File: src/verilog/cmap_map.svh
// Address map, size codes and bounds of the core memory access path
`ifndef CMAP_MAP_SVH
`define CMAP_MAP_SVH
// ----------------------------------------
// Region bases
// ----------------------------------------
`define CMAP_SRAM_BASE 32'h2000_0000
`define CMAP_PERI_BASE 32'h4000_0000
`define CMAP_XRAM_BASE 32'h6000_0000
`define CMAP_XDEV_BASE 32'hA000_0000
`define CMAP_PRIV_BASE 32'hE000_0000
`define CMAP_PPBX_BASE 32'hE004_0000
`define CMAP_SYSV_BASE 32'hE010_0000
`define CMAP_CODE_MASK 32'h1FFF_FFFF
// ----------------------------------------
// Bit-band areas
// ----------------------------------------
`define CMAP_BB_SPAN 32'h0010_0000
`define CMAP_SRAM_ALIAS 32'h2200_0000
`define CMAP_PERI_ALIAS 32'h4200_0000
`define CMAP_ALIAS_SPAN 32'h0200_0000
// ----------------------------------------
// Transfer size codes
// ----------------------------------------
`define CMAP_SZ_BYTE 2'h0
`define CMAP_SZ_HALF 2'h1
`define CMAP_SZ_WORD 2'h2
`define CMAP_SZ_DBL 2'h3
`endif

File: src/verilog/cmap_pkg.sv
// Types shared by the core memory access path modules
package cmap_pkg;
  typedef enum logic [2:0] {RG_CODE, RG_SRAM, RG_PERI, RG_XRAM, RG_XDEV, RG_PRIV, RG_SYSV}
    cmap_region_t;
  typedef enum logic [2:0] {TG_IC, TG_DC, TG_SYS, TG_PPBI, TG_PPBE} cmap_tgt_t;
  typedef enum logic [1:0] {ST_IDLE, ST_XFER, ST_BUFD} cmap_state_t;
endpackage

File: src/verilog/cmap_path.sv
// Core memory access path: routing, unaligned split, store buffer, monitor
// Notes on behaviour
// - Code region: fetches go on instr_code_bus, data on data_code_bus.
// - SRAM, peripheral, external RAM and device regions use the system bus.
// - Aligned data accesses in bit-band alias areas are alias accesses; fetches are not.
// - Fetches from private and vendor system regions always fault.
// - Core wins arbitration over debug; a debug transfer under way delays the core.
// - Unaligned singles split so every bus transfer is aligned.
// - Only word and halfword may be unaligned; unaligned doubleword faults.
// - Odd half: two bytes; half-aligned word: two halves; odd word: byte, half, byte.
// - Code-space data pieces wrap: 0x1FFFFFFF then 0x00000000.
// - System access past 0xDFFFFFFF continues at 0xE0000000, no wrap.
// - System halfword at 0xFFFFFFFF continues at address zero.
// - Unaligned accesses to the private region are refused.
// - Unaligned pieces reaching an alias area are plain byte or halfword accesses, no alias.
// - Patch unit remaps aligned literal loads only.
// - One-entry store buffer; further accesses stall until it drains.
// - A store is buffered only when its data phase is waited.
// - Barriers complete only with the store buffer empty.
// - Interrupt during barrier wait retires barrier; entry waits for drain.
// - Exclusive monitor holds no address; granule is whole space.
// - Exclusive accesses to bit-band areas are refused.
// - Private region split into internal and external private bus.
`timescale 1ns/1ps
`include "cmap_map.svh"
module cmap_path import cmap_pkg::*; (
  // Clock and reset
  input wire logic mclk,
  input wire logic resetn,
  // Core request
  input wire logic core_req,
  input wire logic [31:0] core_addr,
  input wire logic [1:0] core_size,
  input wire logic core_write,
  input wire logic core_fetch,
  input wire logic core_excl,
  input wire logic core_bufable,
  input wire logic core_literal,
  input wire logic [63:0] core_wdata,
  output logic core_done,
  output logic core_fault,
  output logic core_excl_fail,
  output logic [63:0] core_rdata,
  // Patch unit comparator
  input wire logic patch_hit,
  input wire logic [31:0] patch_addr,
  // Debug request
  input wire logic dbg_req,
  input wire logic [31:0] dbg_addr,
  input wire logic [1:0] dbg_size,
  input wire logic dbg_write,
  input wire logic [31:0] dbg_wdata,
  output logic dbg_done,
  output logic dbg_fault,
  output logic [31:0] dbg_rdata,
  // Barrier and exception entry
  input wire logic bar_req,
  input wire logic irq_req,
  output logic bar_done,
  output logic bar_retire,
  output logic irq_ack,
  // Bus side
  output logic ic_valid,
  output logic dc_valid,
  output logic sys_valid,
  output logic ppbi_valid,
  output logic ppbe_valid,
  output logic [31:0] bus_addr,
  output logic [1:0] bus_size,
  output logic bus_write,
  output logic [31:0] bus_wdata,
  output logic bus_alias,
  input wire logic bus_ready,
  input wire logic [31:0] bus_rdata
);
  // ----------------------------------------
  // Request selection
  // ----------------------------------------
  cmap_state_t state_ff;
  logic take, from_core;
  logic [31:0] r_addr;
  logic [1:0] r_size;
  logic r_write, r_fetch, r_excl;
  logic [63:0] r_wdata;
  logic unal, fault_c, skip_c;
  cmap_region_t r_reg;
  logic r_ext, r_bb, r_alias;
  cmap_tgt_t r_tgt;
  logic resv_ff;

  assign take = (state_ff == ST_IDLE) && (core_req || dbg_req);
  assign from_core = core_req;

  always_comb begin
    r_addr = core_req ? core_addr : dbg_addr;
    r_size = core_req ? core_size : dbg_size;
    r_write = core_req ? core_write : dbg_write;
    r_fetch = core_req && core_fetch;
    r_excl = core_req && core_excl;
    r_wdata = core_req ? core_wdata : {32'h0, dbg_wdata};
    // Remap only when the literal load is aligned
    if (core_req && core_literal && patch_hit && !core_write &&
        (core_addr[1:0] == 2'h0)) begin
      r_addr = patch_addr;
    end
  end

  cmap_region u_dec (
    .addr(r_addr),
    .region(r_reg),
    .priv_ext(r_ext),
    .in_bb(r_bb),
    .in_alias(r_alias)
  );

  always_comb begin
    case (r_size)
      `CMAP_SZ_BYTE: unal = 1'b0;
      `CMAP_SZ_HALF: unal = r_addr[0];
      default: unal = (r_addr[1:0] != 2'h0);
    endcase
    fault_c = ((r_size == `CMAP_SZ_DBL) && unal) ||
              (r_fetch && ((r_reg == RG_PRIV) || (r_reg == RG_SYSV))) ||
              (unal && (r_reg == RG_PRIV)) ||
              (r_excl && (r_bb || r_alias));
    // Store-exclusive with no reservation never reaches the bus
    skip_c = r_excl && r_write && !resv_ff;
    if (r_reg == RG_CODE) begin
      r_tgt = r_fetch ? TG_IC : TG_DC;
    end else if (r_reg == RG_PRIV) begin
      r_tgt = r_ext ? TG_PPBE : TG_PPBI;
    end else begin
      r_tgt = TG_SYS;
    end
  end

  // ----------------------------------------
  // Piece sequencing
  // ----------------------------------------
  logic go;
  logic [31:0] base_ff;
  logic [1:0] size_ff, idx_ff, n_idx;
  logic wrap_ff, write_ff, core_own_ff, bufable_ff, first_ff, excl_ff;
  cmap_tgt_t tgt_ff;
  logic [63:0] wdata_ff, acc_ff, nxt_acc;
  logic [31:0] s_base, n_paddr, nxt_wd, paddr_ff, wd_src;
  logic [1:0] s_size, n_psize, psize_ff;
  logic [2:0] n_poff, poff_ff;
  logic s_wrap, n_plast, plast_ff;
  logic [1:0] lane_m1;
  logic adv, fin, to_buf;

  assign go = take && !fault_c && !skip_c;
  assign s_base = go ? r_addr : base_ff;
  assign s_size = go ? r_size : size_ff;
  assign s_wrap = go ? (r_tgt == TG_DC) : wrap_ff;
  assign n_idx = go ? 2'h0 : 2'(idx_ff + 2'h1);

  cmap_split u_split (
    .base(s_base),
    .size(s_size),
    .wrap(s_wrap),
    .idx(n_idx),
    .paddr(n_paddr),
    .psize(n_psize),
    .poff(n_poff),
    .plast(n_plast)
  );

  assign adv = (state_ff == ST_XFER) && bus_ready;
  assign fin = adv && plast_ff;
  // Buffer only a waited single-piece bufferable core store
  assign to_buf = (state_ff == ST_XFER) && !bus_ready && first_ff && plast_ff &&
                  write_ff && bufable_ff && core_own_ff &&
                  ((tgt_ff == TG_DC) || (tgt_ff == TG_SYS));

  always_comb begin
    wd_src = 32'h0;
    nxt_wd = 32'h0;
    for (int j = 0; j < 4; j++) begin
      wd_src[j*8 +: 8] = go ? r_wdata[(32'(n_poff) + j)*8 +: 8] :
                              wdata_ff[(32'(n_poff) + j)*8 +: 8];
    end
    // Place piece bytes at their own lanes: transfer is aligned
    for (int j = 0; j < 4; j++) begin
      if (j >= 32'(n_paddr[1:0])) begin
        nxt_wd[j*8 +: 8] = wd_src[(j - 32'(n_paddr[1:0]))*8 +: 8];
      end
    end
  end

  always_comb begin
    lane_m1 = (psize_ff == `CMAP_SZ_WORD) ? 2'h3 :
              ((psize_ff == `CMAP_SZ_HALF) ? 2'h1 : 2'h0);
    nxt_acc = acc_ff;
    for (int j = 0; j < 4; j++) begin
      if (j <= 32'(lane_m1)) begin
        nxt_acc[(32'(poff_ff) + j)*8 +: 8] = bus_rdata[(32'(paddr_ff[1:0]) + j)*8 +: 8];
      end
    end
  end

  always_ff @(posedge mclk or negedge resetn) begin
    if (!resetn) begin
      state_ff <= ST_IDLE;
    end else begin
      case (state_ff)
        ST_IDLE: if (go) state_ff <= ST_XFER;
        ST_XFER: begin
          if (fin) state_ff <= ST_IDLE;
          else if (to_buf) state_ff <= ST_BUFD;
        end
        ST_BUFD: if (bus_ready) state_ff <= ST_IDLE;
        default: state_ff <= ST_IDLE;
      endcase
    end
  end

  always_ff @(posedge mclk or negedge resetn) begin
    if (!resetn) begin
      base_ff <= 32'h0;
      size_ff <= 2'h0;
      wrap_ff <= 1'b0;
      write_ff <= 1'b0;
      core_own_ff <= 1'b0;
      bufable_ff <= 1'b0;
      excl_ff <= 1'b0;
      tgt_ff <= TG_SYS;
      wdata_ff <= 64'h0;
      bus_alias <= 1'b0;
    end else if (go) begin
      base_ff <= r_addr;
      size_ff <= r_size;
      wrap_ff <= (r_tgt == TG_DC);
      write_ff <= r_write;
      core_own_ff <= from_core;
      bufable_ff <= core_bufable;
      excl_ff <= r_excl;
      tgt_ff <= r_tgt;
      wdata_ff <= r_wdata;
      // Unaligned pieces never alias, even if they land in an alias area
      bus_alias <= !r_fetch && r_alias && !unal;
    end
  end

  always_ff @(posedge mclk or negedge resetn) begin
    if (!resetn) begin
      paddr_ff <= 32'h0;
      psize_ff <= 2'h0;
      poff_ff <= 3'h0;
      plast_ff <= 1'b0;
      idx_ff <= 2'h0;
      bus_wdata <= 32'h0;
    end else if (go || (adv && !plast_ff)) begin
      paddr_ff <= n_paddr;
      psize_ff <= n_psize;
      poff_ff <= n_poff;
      plast_ff <= n_plast;
      idx_ff <= n_idx;
      bus_wdata <= nxt_wd;
    end
  end

  always_ff @(posedge mclk or negedge resetn) begin
    if (!resetn) begin
      first_ff <= 1'b0;
      acc_ff <= 64'h0;
    end else if (go) begin
      first_ff <= 1'b1;
      acc_ff <= 64'h0;
    end else if (state_ff == ST_XFER) begin
      first_ff <= 1'b0;
      if (bus_ready) acc_ff <= nxt_acc;
    end
  end

  // ----------------------------------------
  // Answers
  // ----------------------------------------
  always_ff @(posedge mclk or negedge resetn) begin
    if (!resetn) begin
      core_done <= 1'b0;
      core_fault <= 1'b0;
      core_excl_fail <= 1'b0;
      core_rdata <= 64'h0;
      dbg_done <= 1'b0;
      dbg_fault <= 1'b0;
      dbg_rdata <= 32'h0;
    end else begin
      core_done <= (take && from_core && (fault_c || skip_c)) ||
                   ((fin || to_buf) && core_own_ff);
      core_fault <= take && from_core && fault_c;
      core_excl_fail <= take && from_core && !fault_c && skip_c;
      dbg_done <= (take && !from_core && fault_c) || (fin && !core_own_ff);
      dbg_fault <= take && !from_core && fault_c;
      if (fin && core_own_ff) core_rdata <= write_ff ? 64'h0 : nxt_acc;
      if (fin && !core_own_ff) dbg_rdata <= write_ff ? 32'h0 : nxt_acc[31:0];
    end
  end

  // ----------------------------------------
  // Exclusive monitor
  // ----------------------------------------
  always_ff @(posedge mclk or negedge resetn) begin
    if (!resetn) begin
      resv_ff <= 1'b0;
    end else if (take && from_core && r_excl && !fault_c) begin
      resv_ff <= !r_write;
    end else if (irq_ack) begin
      resv_ff <= 1'b0;
    end
  end

  // ----------------------------------------
  // Barriers and bus drive
  // ----------------------------------------
  logic buf_busy, act;
  assign buf_busy = (state_ff == ST_BUFD);
  assign bar_done = bar_req && !buf_busy;
  assign bar_retire = bar_req && irq_req && buf_busy;
  assign irq_ack = irq_req && !buf_busy;
  assign act = (state_ff == ST_XFER) || buf_busy;
  assign ic_valid = act && (tgt_ff == TG_IC);
  assign dc_valid = act && (tgt_ff == TG_DC);
  assign sys_valid = act && (tgt_ff == TG_SYS);
  assign ppbi_valid = act && (tgt_ff == TG_PPBI);
  assign ppbe_valid = act && (tgt_ff == TG_PPBE);
  assign bus_addr = paddr_ff;
  assign bus_size = psize_ff;
  assign bus_write = write_ff;

  // ----------------------------------------
  // Checks
  // ----------------------------------------
  code_fetch_route_a: assert property (@(posedge mclk) disable iff (!resetn)
    (go && r_fetch && (r_reg == RG_CODE)) |=> ic_valid && !dc_valid)
    else $error("code fetch not on instr code bus");
  code_data_route_a: assert property (@(posedge mclk) disable iff (!resetn)
    (go && !r_fetch && (r_reg == RG_CODE)) |=> dc_valid && !ic_valid)
    else $error("code data not on data code bus");
  sys_route_a: assert property (@(posedge mclk) disable iff (!resetn)
    (go && (r_reg inside {RG_SRAM, RG_PERI, RG_XRAM, RG_XDEV})) |=> sys_valid)
    else $error("region not routed to system bus");
  no_exec_fetch_a: assert property (@(posedge mclk) disable iff (!resetn)
    (take && r_fetch && (r_addr >= `CMAP_PRIV_BASE)) |=> core_fault && !act)
    else $error("fetch from no-execute region allowed");
  core_first_a: assert property (@(posedge mclk) disable iff (!resetn)
    (take && core_req && dbg_req) |=> !dbg_done && !dbg_fault)
    else $error("debug served ahead of core");
  aligned_out_a: assert property (@(posedge mclk) disable iff (!resetn)
    act |-> !((bus_size == `CMAP_SZ_WORD) && (bus_addr[1:0] != 2'h0)) &&
            !((bus_size == `CMAP_SZ_HALF) && bus_addr[0]))
    else $error("unaligned transfer left the core");
  dbl_fault_a: assert property (@(posedge mclk) disable iff (!resetn)
    (take && (r_size == `CMAP_SZ_DBL) && (r_addr[1:0] != 2'h0)) |=> !act)
    else $error("unaligned doubleword performed");
  odd_word_a: assert property (@(posedge mclk) disable iff (!resetn)
    (go && (r_size == `CMAP_SZ_WORD) && r_addr[0]) ##1 bus_ready[*3] |->
    (bus_size == `CMAP_SZ_BYTE) && ($past(bus_size) == `CMAP_SZ_HALF))
    else $error("odd word not split byte half byte");
  code_wrap_a: assert property (@(posedge mclk) disable iff (!resetn)
    (dc_valid && bus_ready && !plast_ff && (bus_addr == `CMAP_CODE_MASK)) |=>
    (bus_addr == 32'h0))
    else $error("code data piece did not wrap");
  buf_hold_a: assert property (@(posedge mclk) disable iff (!resetn)
    (buf_busy && !bus_ready) |=> buf_busy && $stable(bus_addr) && !core_done)
    else $error("store buffer entry lost or overtaken");
  bar_drain_a: assert property (@(posedge mclk) disable iff (!resetn)
    bar_done |-> (state_ff != ST_BUFD))
    else $error("barrier completed with store buffered");
  excl_fail_a: assert property (@(posedge mclk) disable iff (!resetn)
    (take && core_req && core_excl && core_write && !resv_ff && !fault_c) |=>
    core_excl_fail && core_done && !act)
    else $error("exclusive store without reservation reached bus");
endmodule

File: src/verilog/cmap_region.sv
// Address region decoder
`timescale 1ns/1ps
`include "cmap_map.svh"
module cmap_region import cmap_pkg::*; (
  // Address in
  input wire logic [31:0] addr,
  // Decode out
  output cmap_region_t region,
  output logic priv_ext,
  output logic in_bb,
  output logic in_alias
);
  always_comb begin
    if (addr < `CMAP_SRAM_BASE) region = RG_CODE;
    else if (addr < `CMAP_PERI_BASE) region = RG_SRAM;
    else if (addr < `CMAP_XRAM_BASE) region = RG_PERI;
    else if (addr < `CMAP_XDEV_BASE) region = RG_XRAM;
    else if (addr < `CMAP_PRIV_BASE) region = RG_XDEV;
    else if (addr < `CMAP_SYSV_BASE) region = RG_PRIV;
    else region = RG_SYSV;
  end
  assign priv_ext = (addr >= `CMAP_PPBX_BASE);
  assign in_bb = ((addr - `CMAP_SRAM_BASE) < `CMAP_BB_SPAN) ||
                 ((addr - `CMAP_PERI_BASE) < `CMAP_BB_SPAN);
  assign in_alias = ((addr - `CMAP_SRAM_ALIAS) < `CMAP_ALIAS_SPAN) ||
                    ((addr - `CMAP_PERI_ALIAS) < `CMAP_ALIAS_SPAN);
endmodule

File: src/verilog/cmap_split.sv
// Splits one access into aligned pieces, one piece per index
`timescale 1ns/1ps
`include "cmap_map.svh"
module cmap_split import cmap_pkg::*; (
  // Access
  input wire logic [31:0] base,
  input wire logic [1:0] size,
  input wire logic wrap,
  input wire logic [1:0] idx,
  // Piece
  output logic [31:0] paddr,
  output logic [1:0] psize,
  output logic [2:0] poff,
  output logic plast
);
  logic [31:0] sum;
  always_comb begin
    psize = `CMAP_SZ_BYTE;
    poff = 3'h0;
    plast = 1'b1;
    case (size)
      `CMAP_SZ_BYTE: begin
        psize = `CMAP_SZ_BYTE;
      end
      `CMAP_SZ_HALF: begin
        if (base[0]) begin
          poff = {2'h0, idx[0]};
          plast = idx[0];
        end else begin
          psize = `CMAP_SZ_HALF;
        end
      end
      `CMAP_SZ_WORD: begin
        if (base[1:0] == 2'h0) begin
          psize = `CMAP_SZ_WORD;
        end else if (base[1:0] == 2'h2) begin
          psize = `CMAP_SZ_HALF;
          poff = idx[0] ? 3'h2 : 3'h0;
          plast = idx[0];
        end else begin
          case (idx)
            2'h0: begin
              plast = 1'b0;
            end
            2'h1: begin
              psize = `CMAP_SZ_HALF;
              poff = 3'h1;
              plast = 1'b0;
            end
            default: begin
              poff = 3'h3;
            end
          endcase
        end
      end
      default: begin
        psize = `CMAP_SZ_WORD;
        poff = idx[0] ? 3'h4 : 3'h0;
        plast = idx[0];
      end
    endcase
    sum = base + {29'h0, poff};
    // Code-space data pieces stay inside the code region
    paddr = wrap ? (sum & `CMAP_CODE_MASK) : sum;
  end
endmodule

File: config.mk
export PLATFORM = sky130hd
export DESIGN_NAME = cmap_path
export DESIGN_NICKNAME = d
export VERILOG_FILES = /design/src/verilog/cmap_pkg.sv /design/src/verilog/cmap_path.sv /design/src/verilog/cmap_region.sv /design/src/verilog/cmap_split.sv
export VERILOG_INCLUDE_DIRS = /design/src /design/src/verilog
export SDC_FILE = /design/constraint.sdc
export NUM_CORES = 1
export LEC_CHECK = 0
export ABC_AREA = 1
export BUFFER_PORTS_ARGS = -buffer_cell sky130_fd_sc_hd__buf_2
export CORE_MARGIN = 5
export CORE_UTILIZATION = 45
export CTS_CLUSTER_DIAMETER = 30
export DETAILED_ROUTE_END_ITERATION = 16
export MAX_ROUTING_LAYER = met4
export PLACE_DENSITY_LB_ADDON = 0.08
export SLEW_MARGIN = 10
export SYNTH_ARGS = -nofsm -noshare
export SYNTH_HDL_FRONTEND = slang
export SYNTH_SLANG_ARGS = --single-unit
File: constraint.sdc
create_clock -name mclk -period 11.5 [get_ports mclk]
set_input_delay 0.575 -clock mclk [delete_from_list [all_inputs] [get_ports mclk]]
set_output_delay 0.575 -clock mclk [all_outputs]
set_load 0.1 [all_outputs]
==> metrics.log <==
[metrics] IO Count: approximately 420
[metrics] Final period util: 64.1%
[metrics] die height: about 230 um
[metrics] number of CTS-inserted buffers: 89
[metrics] Total Negative Setup Slacks: 0 ns
[metrics] number of clock sinks: around 350
[metrics] total via count after detailed routing: 24.6k
[metrics] portion of total power attributed to the clock network: 25.2%
[metrics] area of the core region: between 40000 and 50000 um^2
[metrics] Setup WS post-layout: between 4 and 5 ns
[metrics] gp weighted congestion: roughly 1.0
[metrics] number of synthesized flops with an enable pin: 0
[metrics] asr flop ratio synth: 100%
[metrics] post-layout minimum cycle time: about 7.4 ns
[metrics] cell with the most instances after synthesis: sky130_fd_sc_hd__nand2_1
[metrics] number of nets in the finished design: about 3.9k
[metrics] total instance count after detailed placement: between 4k and 5k
[metrics] met2 usage: around 57%
[metrics] slew at the pin closest to its max-slew limit: between 1 and 1.5 ns
[metrics] Internal Pwr Total: approximately 4.8 mW
[metrics] Worst R2R Setup Slack: 5.36 ns
[metrics] type of the tightest min-delay check: input pin to asynchronous set/reset pin
[metrics] Static Leak: 14.2 nW
[metrics] die extent in x: roughly 230 um
[metrics] area grow syn2layout: 25.0%
[metrics] share of cells above drive strength 1: a little under a fifth
[metrics] Setup-failing EPs final: 0
[metrics] biggest cell delay along the critical path: a little over 0.9 ns
[metrics] die area: about 54000 um^2
[metrics] pin count of the biggest net entering global routing: 160
[metrics] reg2reg path depth: 21
[metrics] count of max-cap constraint violations: 0
[metrics] number of global-route vias before repair: about 24k
[metrics] synth top area cells: sky130_fd_sc_hd__dfrtp_1 (39%), sky130_fd_sc_hd__nand2_1 (15%), sky130_fd_sc_hd__nand3_1 (7.9%)
[metrics] area taken by multi-input logic gates: between 10000 and 15000 um^2
[metrics] sequential cell area: 8680 um^2
[metrics] number of detailed-routing iterations run before antenna repair: 6
[metrics] register bit total from synthesis: between 300 and 400
[metrics] CTS tree: yes
[metrics] Sw Share: between 50 and 60%
[metrics] met3 track demand over resource in global routing: under 10%
[metrics] share of synthesized area occupied by flip-flops and latches: ~40%
[metrics] Highest Clock Rate: between 100 and 150 MHz
[metrics] global-route wire length before repair: ~140 mm
[metrics] depth of the CTS H-tree: 3
[metrics] Slowest cell on crit path: sky130_fd_sc_hd__nand2_1
[metrics] ratio of routed vias to standard cells: approximately 5.7
[metrics] diode count: 0
[metrics] peak supply drop: around 0.00028 V
[metrics] buffer count from post-CTS setup fixing: 0
[metrics] met1 usage: 41.0%
[metrics] critical path startpoint category: input pin
[metrics] pins over their slew limit: 0
[metrics] number of hold violations in the final report: 0
[metrics] P per Cell Area: about 380 nW/um^2
[metrics] post-placement worst setup slack: approximately 3.6 ns
[metrics] total of hold buffers inserted after clock tree synthesis: 0
[metrics] overflow left after global routing: 0
[metrics] most used cell, CP: sky130_fd_sc_hd__nand2_1
[metrics] part of the power in registers: about a fifth
[metrics] Comb pwr share: around 56%
[metrics] net switching power figure: 5.81 mW
[metrics] worst path required time: between 10 and 15 ns
[metrics] post_cts resized: 0
[metrics] average routed wire per standard cell: between 20 and 25 um
[metrics] most used standard cells in the synthesized netlist: sky130_fd_sc_hd__nand2_1 (901), sky130_fd_sc_hd__nor2_1 (367), sky130_fd_sc_hd__nand3_1 (353), sky130_fd_sc_hd__dfrtp_1 (346), sky130_fd_sc_hd__o21ai_0 (314)
[metrics] number of distinct standard cells referenced by the synthesized netlist: 60
[metrics] clock transition at the register clock pins on the worst setup and hold paths after CTS: 0.04 ns
[metrics] number of buffers on the longest clock path: 3
[metrics] count of antenna-violating nets left after detailed routing: 0
[metrics] fraction of synthesized cell area taken by the top area cell type: 38.8%
[metrics] total wire length after detailed routing: between 90 and 100 mm
[metrics] Mean Syn Cell Area: slightly below 7 um^2
[metrics] Max-Slew Margin vs Limit: between 10% and 20%
[metrics] setup repair after global routing missed its margin: false
[metrics] number of warnings issued by yosys: 0
[metrics] result of the run: completed
[metrics] Rows: between 80 and 90
[metrics] number of standard cells after synthesis: 3232
[metrics] mapped cell area: about 22000 um^2
[metrics] drc violations: 0
[metrics] starting DRC count in detailed routing: 2418
[metrics] Finished Layout Cells: roughly 4.3k
[metrics] Port Buf Inserts: 418
[metrics] prevailing post-synth register cell: sky130_fd_sc_hd__dfrtp_1
[metrics] Root Driver: sky130_fd_sc_hd__clkbuf_16
[metrics] Max Fanout on Critical Path: 62
[metrics] Net Count, Synth: approximately 3.5k
[metrics] type of the setup path with the least slack: input pin to flop
[metrics] Final HPWL DP: 68.2 mm
[metrics] setup skew after layout: roughly 0.026 ns
[metrics] busiest grt layer: met2
[metrics] antenna violations before repair: 0
[metrics] initial standard-cell utilization of the core: 45.5%
[metrics] clock latency on the worst-skew pair: approximately 0.64 ns
[metrics] Setup crit end kind: flop
[metrics] global-route usage over all layers: around a third
[metrics] total power of the final layout: 10.6 mW
[metrics] arrival time worst endpoint: 7.89 ns
[metrics] filler instances: 4729
[metrics] most area-hungry cell type in the Yosys netlist: sky130_fd_sc_hd__dfrtp_1
[metrics] minimum hold slack: around 0.012 ns
-- power groups by stage --
stage	clock network [mW]	registers, mW	logic (mW)
floorplan	0	3.32	2.91
global placement	0	1.96	5.82
detailed placement	0	1.97	5.85
CTS	2.69	1.97	5.88
global route	2.76	2.02	6.36
finish	2.66	1.97	5.95
-- flip-flops by register name (all words and copies together), names as in the netlist, 2 cells and up --
| name | cells |
|---|---|
| dbg_rdata | 32 |
| acc_ff | 64 |
| poff_ff | 3 |
| size_ff | 2 |
| state_ff | 2 |
| tgt_ff | 3 |
| idx_ff | 2 |
| bus_size | 2 |
| bus_wdata | 32 |
| core_rdata | 64 |
| wdata_ff | 64 |
| bus_addr | 32 |
| base_ff | 32 |
-- layer usage --
metal / routed length, um / part of all wire [%]
met5: 0 / 0
met4: 4980 / 5.4
met3: 5620 / 6.1
met2: 45900 / 49
met1: 36300 / 39
-- path summary, 6_finish.rpt --
kind / from / endpoint
setup / recovery: core_req / bus_addr[30]
hold / removal: resetn / core_rdata[42]
setup reg to reg: state_ff[1] / bus_addr[30]
hold reg to reg: bus_wdata[14] / bus_wdata[14]
max in group asynchronous: resetn / acc_ff[61]
min in group mclk: core_wdata[48] / wdata_ff[48]
-- final cells by class --
| type | instances | area share, % |
|---|---|---|
| inverter | 280 | 3.77 |
| sequential | 347 | 31.1 |
| tap | 664 | 2.98 |
| timing repair buffer | 452 | 8.49 |
| multi-input combinational | 2422 | 42.0 |
| clock inverter | 64 | 3.06 |
| clock buffer | 104 | 8.58 |
-- placed cells by master (no fill, tap or decap), types with 8 or more instances in the layout --
cell type                    synthesis  routed
sky130_fd_sc_hd__clkbuf_16           0      90
sky130_fd_sc_hd__clkinvlp_4          0      13
sky130_fd_sc_hd__a22oi_1            34      34
sky130_fd_sc_hd__o221ai_1           52      52
sky130_fd_sc_hd__nand3_1           353     353
sky130_fd_sc_hd__ha_1               31      31
sky130_fd_sc_hd__o21ai_2            16      17
sky130_fd_sc_hd__o21ai_0           314     314
sky130_fd_sc_hd__o22ai_1            10      10
sky130_fd_sc_hd__o31ai_1            44      44
sky130_fd_sc_hd__nand4_1            29      29
sky130_fd_sc_hd__nor2_2             12      14
sky130_fd_sc_hd__clkinv_4            0      10
sky130_fd_sc_hd__clkbuf_8            0       9
sky130_fd_sc_hd__inv_1             267     265
sky130_fd_sc_hd__nand2_2            12      12
sky130_fd_sc_hd__o21ai_1            16      15
sky130_fd_sc_hd__buf_4               7      33
sky130_fd_sc_hd__bufinv_16           0      14
sky130_fd_sc_hd__clkinv_2            0      16
sky130_fd_sc_hd__nor2_1            367     365
sky130_fd_sc_hd__nor3_1             33      32
sky130_fd_sc_hd__nand2_1           901     900
sky130_fd_sc_hd__xor2_1             12      12
sky130_fd_sc_hd__buf_2              25     417
sky130_fd_sc_hd__dfrtp_1           346     346
sky130_fd_sc_hd__or2_2               8       8
sky130_fd_sc_hd__o211ai_1           23      23
sky130_fd_sc_hd__a21oi_1            90      90
-- logic make-up after synthesis --
kind of cell / share of synthesized area (%)
adders and majority gates: 1.83
xor gates and xnor gates: 0.745
AOI/OAI and AO/OA: 17.1
DFF: 38.9
buffers and inverters: 8.68
and+or+nand+nor: 32.7
-- stage by stage --
stage               util (%)  cell area, um^2
floorplan                  -            22300
global placement        50.3            24700
detailed placement      50.3            24700
CTS                     56.9            27900
global route            56.9            27900
finish                  56.9            27900
-- critical path, delay by kind of cell --
kind	cells	cell delay (ns)
buf+inv	7	1.75
xor+xnor	1	0.14
fa+ha+maj	2	0.76
compound gates	1	0.69
simple gates	22	3.95
(Power assumes the default switching activity.)
